<file path="src/adcc_map.svh">
// Register map, field positions, reset values and timing counts.
// Assumes an 8-bit register port with a 2-bit word address.
`ifndef ADCC_MAP_SVH
`define ADCC_MAP_SVH
// Register indices
`define ADCC_A_SC 2'h0
`define ADCC_A_RH 2'h1
`define ADCC_A_RL 2'h2
`define ADCC_A_CK 2'h3
// Status/control fields
`define ADCC_SC_DONE 7
`define ADCC_SC_IEN 6
`define ADCC_SC_CONT 5
// Clock register justify field
`define ADCC_CK_JHI 3
`define ADCC_CK_JLO 2
`define ADCC_JUST_RST 2'h1
// Channel codes
`define ADCC_CH_OFF 5'h1f
`define ADCC_CH_REFL 5'h1e
`define ADCC_CH_REFH 5'h1d
// Timing in converter clock cycles
`define ADCC_SAMPLE_CYC 4'h6
`define ADCC_CONV_LAST 4'hf
`define ADCC_WARM_LAST 4'hf
`endif

</file>
<file path="src/adcc_pkg.sv">
// Types shared by the converter control block.
// Assumes adcc_map.svh holds all numeric constants.
package adcc_pkg;
  typedef enum logic [3:0] {
    st_idle = 4'b0001,
    st_warm = 4'b0010,
    st_conv = 4'b0100,
    st_stop = 4'b1000
  } adcc_state_e;
  typedef enum logic [1:0] {
    just_trunc = 2'h0,
    just_right = 2'h1,
    just_left = 2'h2,
    just_lsign = 2'h3
  } adcc_just_e;
  typedef logic [9:0] adcc_raw_t;
endpackage : adcc_pkg

</file>
<file path="src/adcc_conv_if.sv">
// Handshake between the control logic and the approximation engine.
// Assumes both ends run on the same clock.
`timescale 1ns/1ns
interface adcc_conv_if;
  logic start;
  logic abort;
  logic busy;
  logic done;
  adcc_pkg::adcc_raw_t result;
  modport ctrl (output start, output abort, input busy, input done, input result);
  modport sar (input start, input abort, output busy, output done, output result);
endinterface : adcc_conv_if

</file>
<file path="src/adcc_sar.sv">
// Successive approximation engine: sampling phase then ten decisions.
// Assumes cmp_above is a synchronous comparator answer for dac_code.
`timescale 1ns/1ns
module adcc_sar (
  input wire logic clk,
  input wire logic reset_n,
  adcc_conv_if.sar cv,
  input wire logic cmp_above,
  output logic [9:0] dac_code,
  output logic sample_en
);
  import adcc_pkg::*;
  `include "adcc_map.svh"

  logic [3:0] cnt_r;
  logic busy_r;
  logic done_r;
  logic [9:0] code_r;
  logic [9:0] code_nxt;
  logic [3:0] idx;

  // Decision on current trial bit, then set the next lower one
  always_comb begin
    idx = `ADCC_CONV_LAST - cnt_r;
    code_nxt = code_r;
    if (!cmp_above) begin
      code_nxt[idx] = 1'b0;
    end
    if (idx != 4'h0) begin
      code_nxt[idx - 4'h1] = 1'b1;
    end
  end

  // Sixteen cycles per conversion; start restarts even if busy
  always_ff @(posedge clk) begin
    if (!reset_n) begin
      busy_r <= 1'b0;
      cnt_r <= 4'h0;
      code_r <= 10'h000;
    end else if (cv.start) begin
      busy_r <= 1'b1;
      cnt_r <= 4'h0;
      code_r <= 10'h000;
    end else if (cv.abort) begin
      busy_r <= 1'b0;
    end else if (busy_r) begin
      cnt_r <= cnt_r + 4'h1;
      if (cnt_r == `ADCC_SAMPLE_CYC - 4'h1) begin
        code_r <= 10'h200;
      end else if (cnt_r >= `ADCC_SAMPLE_CYC) begin
        code_r <= code_nxt;
      end
      if (cnt_r == `ADCC_CONV_LAST) begin
        busy_r <= 1'b0;
      end
    end
  end

  // One-cycle completion pulse
  always_ff @(posedge clk) begin
    if (!reset_n) begin
      done_r <= 1'b0;
    end else begin
      done_r <= busy_r && !cv.start && !cv.abort && cnt_r == `ADCC_CONV_LAST;
    end
  end

  assign cv.busy = busy_r;
  assign cv.done = done_r;
  assign cv.result = code_r;
  assign dac_code = code_r;
  assign sample_en = busy_r && cnt_r < `ADCC_SAMPLE_CYC;
endmodule : adcc_sar

</file>
<file path="src/adcc_fmt.sv">
// Result formatter: four layouts of the raw 10-bit code.
// Assumes raw is stable whenever the caller samples hi and lo.
`timescale 1ns/1ns
module adcc_fmt (
  input wire adcc_pkg::adcc_raw_t raw,
  input wire adcc_pkg::adcc_just_e just,
  output logic [7:0] hi,
  output logic [7:0] lo
);
  import adcc_pkg::*;

  // Layout by justify mode
  always_comb begin
    unique case (just)
      just_trunc: begin
        hi = 8'h00;
        lo = raw[9:2];
      end
      just_right: begin
        hi = {6'h00, raw[9:8]};
        lo = raw[7:0];
      end
      just_left: begin
        hi = raw[9:2];
        lo = {raw[1:0], 6'h00};
      end
      just_lsign: begin
        hi = {~raw[9], raw[8:2]};
        lo = {raw[1:0], 6'h00};
      end
    endcase
  end
endmodule : adcc_fmt

</file>
<file path="src/adcc_top.sv">
// Converter control: registers, sequencing, result formatting.
// Assumes clk is the converter clock; all inputs are synchronous to it.
// Assumes stop_mode is synchronous to clk and held for the whole stop.
//
// Functional notes
// - Status write starts conversion of 16-17 cycles
// - Continuous mode overwrites unread results
// - Continuous conversions run until bit cleared
// - Single mode: one conversion per write
// - Done flag set, held until data read
// - Interrupt mode: flag reads zero, request raised
// - Request dropped on data read, control write
// - Reset clears flag, interrupt and continuous enables
// - Codes 0 to 23 select inputs
// - All ones powers off; 16-cycle recovery
// - The two codes below all ones select references
// - Justify field selects format; reset right
// - Left: eight high bits in high register
// - Right: two high bits in high register
// - Signed left: top bit inverted
// - Truncation: eight top bits low, no interlock
// - Unread low register blocks new results after a high read
// - High read freezes low until read
// - Runs in wait; request can wake
// - Stop aborts; resume after 16-cycle stabilisation
`timescale 1ns/1ns
module adcc_top (
  input wire logic clk,
  input wire logic reset_n,
  input wire logic [1:0] addr,
  input wire logic [7:0] wdata,
  input wire logic wr_stb,
  input wire logic rd_stb,
  output logic [7:0] rdata,
  input wire logic stop_mode,
  input wire logic cmp_above,
  output logic [9:0] dac_code,
  output logic sample_en,
  output logic [4:0] mux_sel,
  output logic ref_hi_sel,
  output logic ref_lo_sel,
  output logic analog_power_on,
  output logic conv_irq
);
  import adcc_pkg::*;
  `include "adcc_map.svh"

  // ****************************************
  // Declarations
  // ****************************************
  // Control-to-engine bundle
  adcc_conv_if cv ();

  adcc_state_e state_r;
  adcc_state_e state_nxt;
  adcc_just_e just_r;
  logic cont_r;
  logic ien_r;
  logic [4:0] chan_r;
  logic done_flag_r;
  logic irq_r;
  logic [7:0] rh_r;
  logic [7:0] rl_r;
  logic lock_r;
  logic warm_need_r;
  logic [3:0] warm_cnt_r;
  logic pend_r;
  logic [7:0] rdata_r;
  logic [7:0] fmt_hi;
  logic [7:0] fmt_lo;
  logic sc_wr;
  logic ck_wr;
  logic rd_hi;
  logic rd_lo;
  logic data_rd;
  logic launch;
  logic abort;
  logic store_ok;

  // ****************************************
  // Register port decode
  // ****************************************
  // Strobes are single cycle, so each decode is a one-cycle event
  assign sc_wr = wr_stb && addr == `ADCC_A_SC;
  assign ck_wr = wr_stb && addr == `ADCC_A_CK;
  assign rd_hi = rd_stb && addr == `ADCC_A_RH;
  assign rd_lo = rd_stb && addr == `ADCC_A_RL;
  assign data_rd = rd_hi || rd_lo;

  // Control fields; the done-flag position of a write is ignored
  always_ff @(posedge clk) begin
    if (!reset_n) begin
      ien_r <= 1'b0;
      cont_r <= 1'b0;
    end else if (sc_wr) begin
      ien_r <= wdata[`ADCC_SC_IEN];
      cont_r <= wdata[`ADCC_SC_CONT];
    end
  end

  // Channel select; resets to power-off so the analog side starts quiet
  always_ff @(posedge clk) begin
    if (!reset_n) begin
      chan_r <= `ADCC_CH_OFF;
    end else if (sc_wr) begin
      chan_r <= wdata[4:0];
    end
  end

  // Justify field; other clock bits are not held here
  always_ff @(posedge clk) begin
    if (!reset_n) begin
      just_r <= adcc_just_e'(`ADCC_JUST_RST);
    end else if (ck_wr) begin
      just_r <= adcc_just_e'(wdata[`ADCC_CK_JHI:`ADCC_CK_JLO]);
    end
  end

  // ****************************************
  // Sequencing
  // ****************************************
  // Stop overrides everything; a control write abandons any
  // conversion in flight and reissues one unless the new channel is off.
  // Single mode falls back to idle after one result.
  always_comb begin
    state_nxt = state_r;
    launch = 1'b0;
    abort = 1'b0;
    if (stop_mode) begin
      if (state_r != st_stop) begin
        abort = 1'b1;
        state_nxt = st_stop;
      end
    end else if (sc_wr) begin
      abort = 1'b1;
      if (wdata[4:0] == `ADCC_CH_OFF) begin
        state_nxt = st_idle;
      end else if (warm_need_r) begin
        state_nxt = st_warm;
      end else begin
        launch = 1'b1;
        state_nxt = st_conv;
      end
    end else begin
      unique case (state_r)
        st_idle: begin
          state_nxt = st_idle;
        end
        st_warm: begin
          if (warm_cnt_r == `ADCC_WARM_LAST) begin
            launch = 1'b1;
            state_nxt = st_conv;
          end
        end
        st_conv: begin
          if (cv.done) begin
            if (cont_r) begin
              launch = 1'b1;
            end else begin
              state_nxt = st_idle;
            end
          end else if (!cv.busy) begin
            // Engine idle with no result pending: never wait here forever
            state_nxt = st_idle;
          end
        end
        st_stop: begin
          // Resume only what was running, after a settling period
          if ((pend_r || cont_r) && chan_r != `ADCC_CH_OFF) begin
            state_nxt = st_warm;
          end else begin
            state_nxt = st_idle;
          end
        end
        default: begin
          state_nxt = st_idle;
        end
      endcase
    end
  end

  // State register
  always_ff @(posedge clk) begin
    if (!reset_n) begin
      state_r <= st_idle;
    end else begin
      state_r <= state_nxt;
    end
  end

  // Settling counter, one full conversion period
  always_ff @(posedge clk) begin
    if (!reset_n) begin
      warm_cnt_r <= 4'h0;
    end else if (state_r == st_warm && state_nxt == st_warm) begin
      warm_cnt_r <= warm_cnt_r + 4'h1;
    end else begin
      warm_cnt_r <= 4'h0;
    end
  end

  // Analog needs settling after power-off or stop
  always_ff @(posedge clk) begin
    if (!reset_n) begin
      warm_need_r <= 1'b1;
    end else if (stop_mode) begin
      warm_need_r <= 1'b1;
    end else if (sc_wr && wdata[4:0] == `ADCC_CH_OFF) begin
      warm_need_r <= 1'b1;
    end else if (state_r == st_warm && launch) begin
      warm_need_r <= 1'b0;
    end
  end

  // A single conversion is owed until its result lands
  always_ff @(posedge clk) begin
    if (!reset_n) begin
      pend_r <= 1'b0;
    end else if (sc_wr) begin
      pend_r <= wdata[4:0] != `ADCC_CH_OFF;
    end else if (cv.done && state_r == st_conv) begin
      pend_r <= 1'b0;
    end
  end

  // Engine handshake; inside the engine start outranks abort
  assign cv.start = launch;
  assign cv.abort = abort;

  // Comparator is on clk, so the engine reads it with no synchroniser
  adcc_sar u_sar (
    .clk(clk),
    .reset_n(reset_n),
    .cv(cv),
    .cmp_above(cmp_above),
    .dac_code(dac_code),
    .sample_en(sample_en)
  );

  // ****************************************
  // Result registers
  // ****************************************
  adcc_fmt u_fmt (
    .raw(cv.result),
    .just(just_r),
    .hi(fmt_hi),
    .lo(fmt_lo)
  );

  // High read locks the pair until low is read; truncation has none
  always_ff @(posedge clk) begin
    if (!reset_n) begin
      lock_r <= 1'b0;
    end else if (rd_lo || just_r == just_trunc) begin
      lock_r <= 1'b0;
    end else if (rd_hi) begin
      lock_r <= 1'b1;
    end
  end

  // Also blocked in the cycle of the high read, keeping the pair whole
  assign store_ok = just_r == just_trunc || (!lock_r && !rd_hi);

  // Each completion overwrites, read or not, unless locked
  always_ff @(posedge clk) begin
    if (!reset_n) begin
      rh_r <= 8'h00;
      rl_r <= 8'h00;
    end else if (cv.done && store_ok) begin
      rh_r <= fmt_hi;
      rl_r <= fmt_lo;
    end
  end

  // ****************************************
  // Completion flag and request
  // ****************************************
  // A completion in the same cycle as the read keeps the flag set
  always_ff @(posedge clk) begin
    if (!reset_n) begin
      done_flag_r <= 1'b0;
    end else if (cv.done && !ien_r) begin
      done_flag_r <= 1'b1;
    end else if (data_rd) begin
      done_flag_r <= 1'b0;
    end
  end

  // Request stays up in wait mode so it can wake the core
  always_ff @(posedge clk) begin
    if (!reset_n) begin
      irq_r <= 1'b0;
    end else if (cv.done && ien_r) begin
      irq_r <= 1'b1;
    end else if (data_rd || sc_wr) begin
      irq_r <= 1'b0;
    end
  end

  assign conv_irq = irq_r;

  // ****************************************
  // Read data
  // ****************************************
  // Valid only in the cycle after the strobe; zero otherwise
  always_ff @(posedge clk) begin
    if (!reset_n) begin
      rdata_r <= 8'h00;
    end else if (rd_stb) begin
      unique case (addr)
        `ADCC_A_SC: begin
          rdata_r <= {done_flag_r && !ien_r, ien_r, cont_r, chan_r};
        end
        `ADCC_A_RH: begin
          rdata_r <= rh_r;
        end
        `ADCC_A_RL: begin
          rdata_r <= rl_r;
        end
        `ADCC_A_CK: begin
          rdata_r <= {4'h0, just_r, 2'h0};
        end
      endcase
    end else begin
      rdata_r <= 8'h00;
    end
  end

  // Read data straight from a flip-flop
  assign rdata = rdata_r;

  // ****************************************
  // Analog front-end controls
  // ****************************************
  // Unused codes pass through; the result is then undefined
  assign mux_sel = chan_r;
  assign ref_hi_sel = chan_r == `ADCC_CH_REFH;
  assign ref_lo_sel = chan_r == `ADCC_CH_REFL;
  assign analog_power_on = chan_r != `ADCC_CH_OFF && state_r != st_stop;

endmodule : adcc_top

</file>
<file path="config.mk">
export PLATFORM = sky130hd
export DESIGN_NAME = adcc_top
export DESIGN_NICKNAME = d
export VERILOG_FILES = /design/src/adcc_pkg.sv /design/src/adcc_conv_if.sv /design/src/adcc_sar.sv /design/src/adcc_fmt.sv /design/src/adcc_top.sv
export VERILOG_INCLUDE_DIRS = /design/src /design/src/src
export SDC_FILE = /design/constraint.sdc
export NUM_CORES = 1
export LEC_CHECK = 0
export BUFFER_PORTS_ARGS = -buffer_cell sky130_fd_sc_hd__buf_2
export CORE_ASPECT_RATIO = 0.6
export CORE_MARGIN = 2
export CORE_UTILIZATION = 45
export CTS_CLUSTER_DIAMETER = 30
export DETAILED_ROUTE_END_ITERATION = 12
export HOLD_SLACK_MARGIN = 0.15
export PLACE_DENSITY = 0.67
export SYNTH_ARGS = -nofsm -noshare
export SYNTH_HDL_FRONTEND = slang
export SYNTH_SLANG_ARGS = --single-unit
</file>
<file path="constraint.sdc">
create_clock -name clk -period 1.85 [get_ports clk]
set_input_delay 0.0925 -clock clk [delete_from_list [all_inputs] [get_ports clk]]
set_output_delay 0.0925 -clock clk [all_outputs]
set_load 0.01 [all_outputs]
</file>
==> flow_summary.json <==
{
  "timing.final.crit_share": 0.944,
  "io_pins": 44,
  "ir_drop_uv": 562,
  "die_h_um": 69.6,
  "ys.flop_type": "dfxtp_1",
  "synth.area.top_cells": "dfxtp_1 (38%), a21oi_1 (7.4%), mux2i_1 (5.0%), o21ai_0 (5.0%), nor2_1 (3.3%)",
  "drt_iter0_markers": 315,
  "start_util": 0.473,
  "min_period_ps": 1750,
  "firstDrtPassIters": 4,
  "yosysTopAreaCell": "dfxtp_1",
  "r2r_slack_ps": 100,
  "final_cell_mix": "dfxtp_1 (62), a21oi_1 (47), buf_2 (42), o21ai_0 (32)",
  "yosys.area.top_type_share": 0.385,
  "yosys_warnings": 0,
  "drcViolationCount": 0,
  "critPathSlowestCell": "a221o_2",
  "syn_area_per_cell_um2": 8.32,
  "clk_pin_slew_ps": 50,
  "ys_types": 59,
  "diodes": 0,
  "slew_headroom": 0.692,
  "cts.sinks": 62,
  "path_class": "reg2reg",
  "setup_tns_ps": 0,
  "cap_violations": 0,
  "crit_buf_inv": 1,
  "area_growth_pct": 27.1,
  "grt_start_max_net_pins": 24,
  "required_ps": 2110,
  "status": "completed",
  "synth_fp_nets": 409,
  "worst_setup_path_end_kind": "flip-flop",
  "die_w_um": 113,
  "numCtsBuffers": 9,
  "cp_cell_sequence": "ha_2 -> and3_1 -> a32o_1 -> a221o_2 -> buf_4 -> a21oi_1",
  "finalSetupViolCount": 0,
  "cts_tree": "built",
  "antenna_found_initial": 0,
  "place_congestion": 0.908,
  "cp_max_fo": 6,
  "rsz0062_at_grt": "no",
  "min_path_type": "in2reg",
  "die-area_um2": 7890,
  "r2r-end": "u_sar.cv.result[3]",
  "fill_cells": 615,
  "grt-ovfl-total": 0,
  "worstPathArrival_ps": 2000,
  "grt_pass1_wl_um": 15200,
  "finalNetCount": 478,
  "max_stage_delay_ps": 430,
  "synth-seq-cells": 62,
  "syn_area_um2": 3230,
  "root_buffer": "clkbuf_16",
  "async_reset_ff_frac": 0,
  "drive_gt1_frac": 0.217,
  "worstSetupEndpoint": "u_sar.cv.result[3]",
  "grt_pass1_vias": 2997,
  "cts_setup_buffers": 0,
  "wire_per_inst_um": 16.9,
  "critical-path-top-delay-family": "compound AO/OA/AOI/OAI gates",
  "synth-edff-count": 0,
  "worst_slew_pin_slew_ps": 462,
  "via_per_inst": 5.94,
  "setup_ws_ps": 103,
  "slew_viol_final": 0,
  "routed-via-count": 3250,
  "rows": 23,
  "h-tree-depth": 3,
  "drtAntennaViolNets": 0,
  "drt_wl_total_um": 9230,
  "clk_latency_ps": 330,
  "reg2regPathDepth": 6,
  "timing.rr.start": "warm_cnt_r[0]",
  "cp.depth": 6,
  "fp.coreArea_um2": 6820,
  "grtUsageTotal": 0.243,
  "ys_seq_area_frac": 0.385,
  "hold_viol_final": 0,
  "dp_hpwl_um": 6410,
  "leakage_nw": 1.58,
  "min_from": "wr_stb",
  "portBuffers": 42,
  "clk_path_buf_depth": 2,
  "fin_skew_ps": 2.74,
  "power_density_nw_per_um2": 769,
  "final_common_cell": "dfxtp_1",
  "fmax_mhz": 572,
  "netlist_instances": 388,
  "dp_slack_ps": 63.3,
  "critPathLaunchType": "flip-flop",
  "crit_start": "warm_cnt_r[0]"
}
==> cell usage after synthesis, types with 7 or more instances <==
cell type,instances
inv_1,13
buf_2,8
nand2_1,25
clkbuf_1,19
a21oi_1,48
mux2i_1,16
nor2b_1,7
dfxtp_1,62
nand3_1,15
nor2_1,28
nor3_1,7
o21ai_0,32
nand4_1,9
==> cell type report <==
class	count	area, um2	area share
clock inverter	1	5.00	0.00122
sequential	62	1240	0.303
clock buffer	13	270	0.0659
timing repair buffer	86	591	0.144
inverter	13	48.8	0.0119
tap	87	109	0.0265
multi-input combinational	285	1840	0.448
==> layer usage <==
layer	GRT usage	up-vias	routed length (um)
met4	0.0556	0	48
met5	0	-	0
met1	0.358	1566	4610
met2	0.339	101	3980
met3	0.0822	4	603
li1	-	1579	-
==> how the worst min path moves through the flow <==
stage,end,slack (ps),cells past startpoint
after floorplan,lock_r,190,1
after global placement,mux_sel[1],320,3
after detailed placement,mux_sel[4],320,3
after CTS,just_r[1],180,4
after global routing,just_r[1],250,4
final,just_r[1],200,4
==> sequential cells by signal (all words and copies together), names as in the netlist, 2 cells and up <==
signal,count
just_r,2
u_sar.cnt_r,4
warm_cnt_r,4
rl_r,8
mux_sel,5
state_r,4
u_sar.cv.result,10
rh_r,8
rdata,8
==> where the power goes <==
group          internal, W  total, W  switching [W]
clock             0.000996   0.00154       0.000544
combinational     0.000104  0.000238       0.000134
sequential         0.00136   0.00138      0.0000214
==> cell families after synthesis <==
logic type | count (synthesis) | share of synthesized area
buf+inv | 41 | 0.0531
fa+ha+maj | 5 | 0.0194
mux | 18 | 0.0636
simple gates | 132 | 0.226
flops | 62 | 0.385
xor+xnor | 5 | 0.0136
compound gates | 125 | 0.240
==> through the flow <==
stage	power [W]	instances	hold WS, ps	util	cell area, um2
2_1_floorplan	0.00153	388	192	-	3230
6_report	0.00316	547	201	0.601	4100
5_1_grt	0.00327	547	249	0.601	4100
3_5_place_dp	0.00161	518	321	0.536	3650
3_3_place_gp	0.00161	518	315	0.536	3650
4_1_cts	0.00317	547	180	0.598	4080
==> worst register-to-register path: stages (launching register included) <==
cell,delay (ps)
dfxtp_1,320
ha_2,200
and3_1,180
a32o_1,230
a221o_2,430
buf_4,180
a21oi_1,120
==> repair_timing <==
action / in CTS / in global routing
hold buffers: 15 / 0
endpoints found under the hold margin: 13 / 0
gates resized for setup: 0 / 6
setup endpoints to repair: 0 / 19
Power figures use the tool's default switching activity.
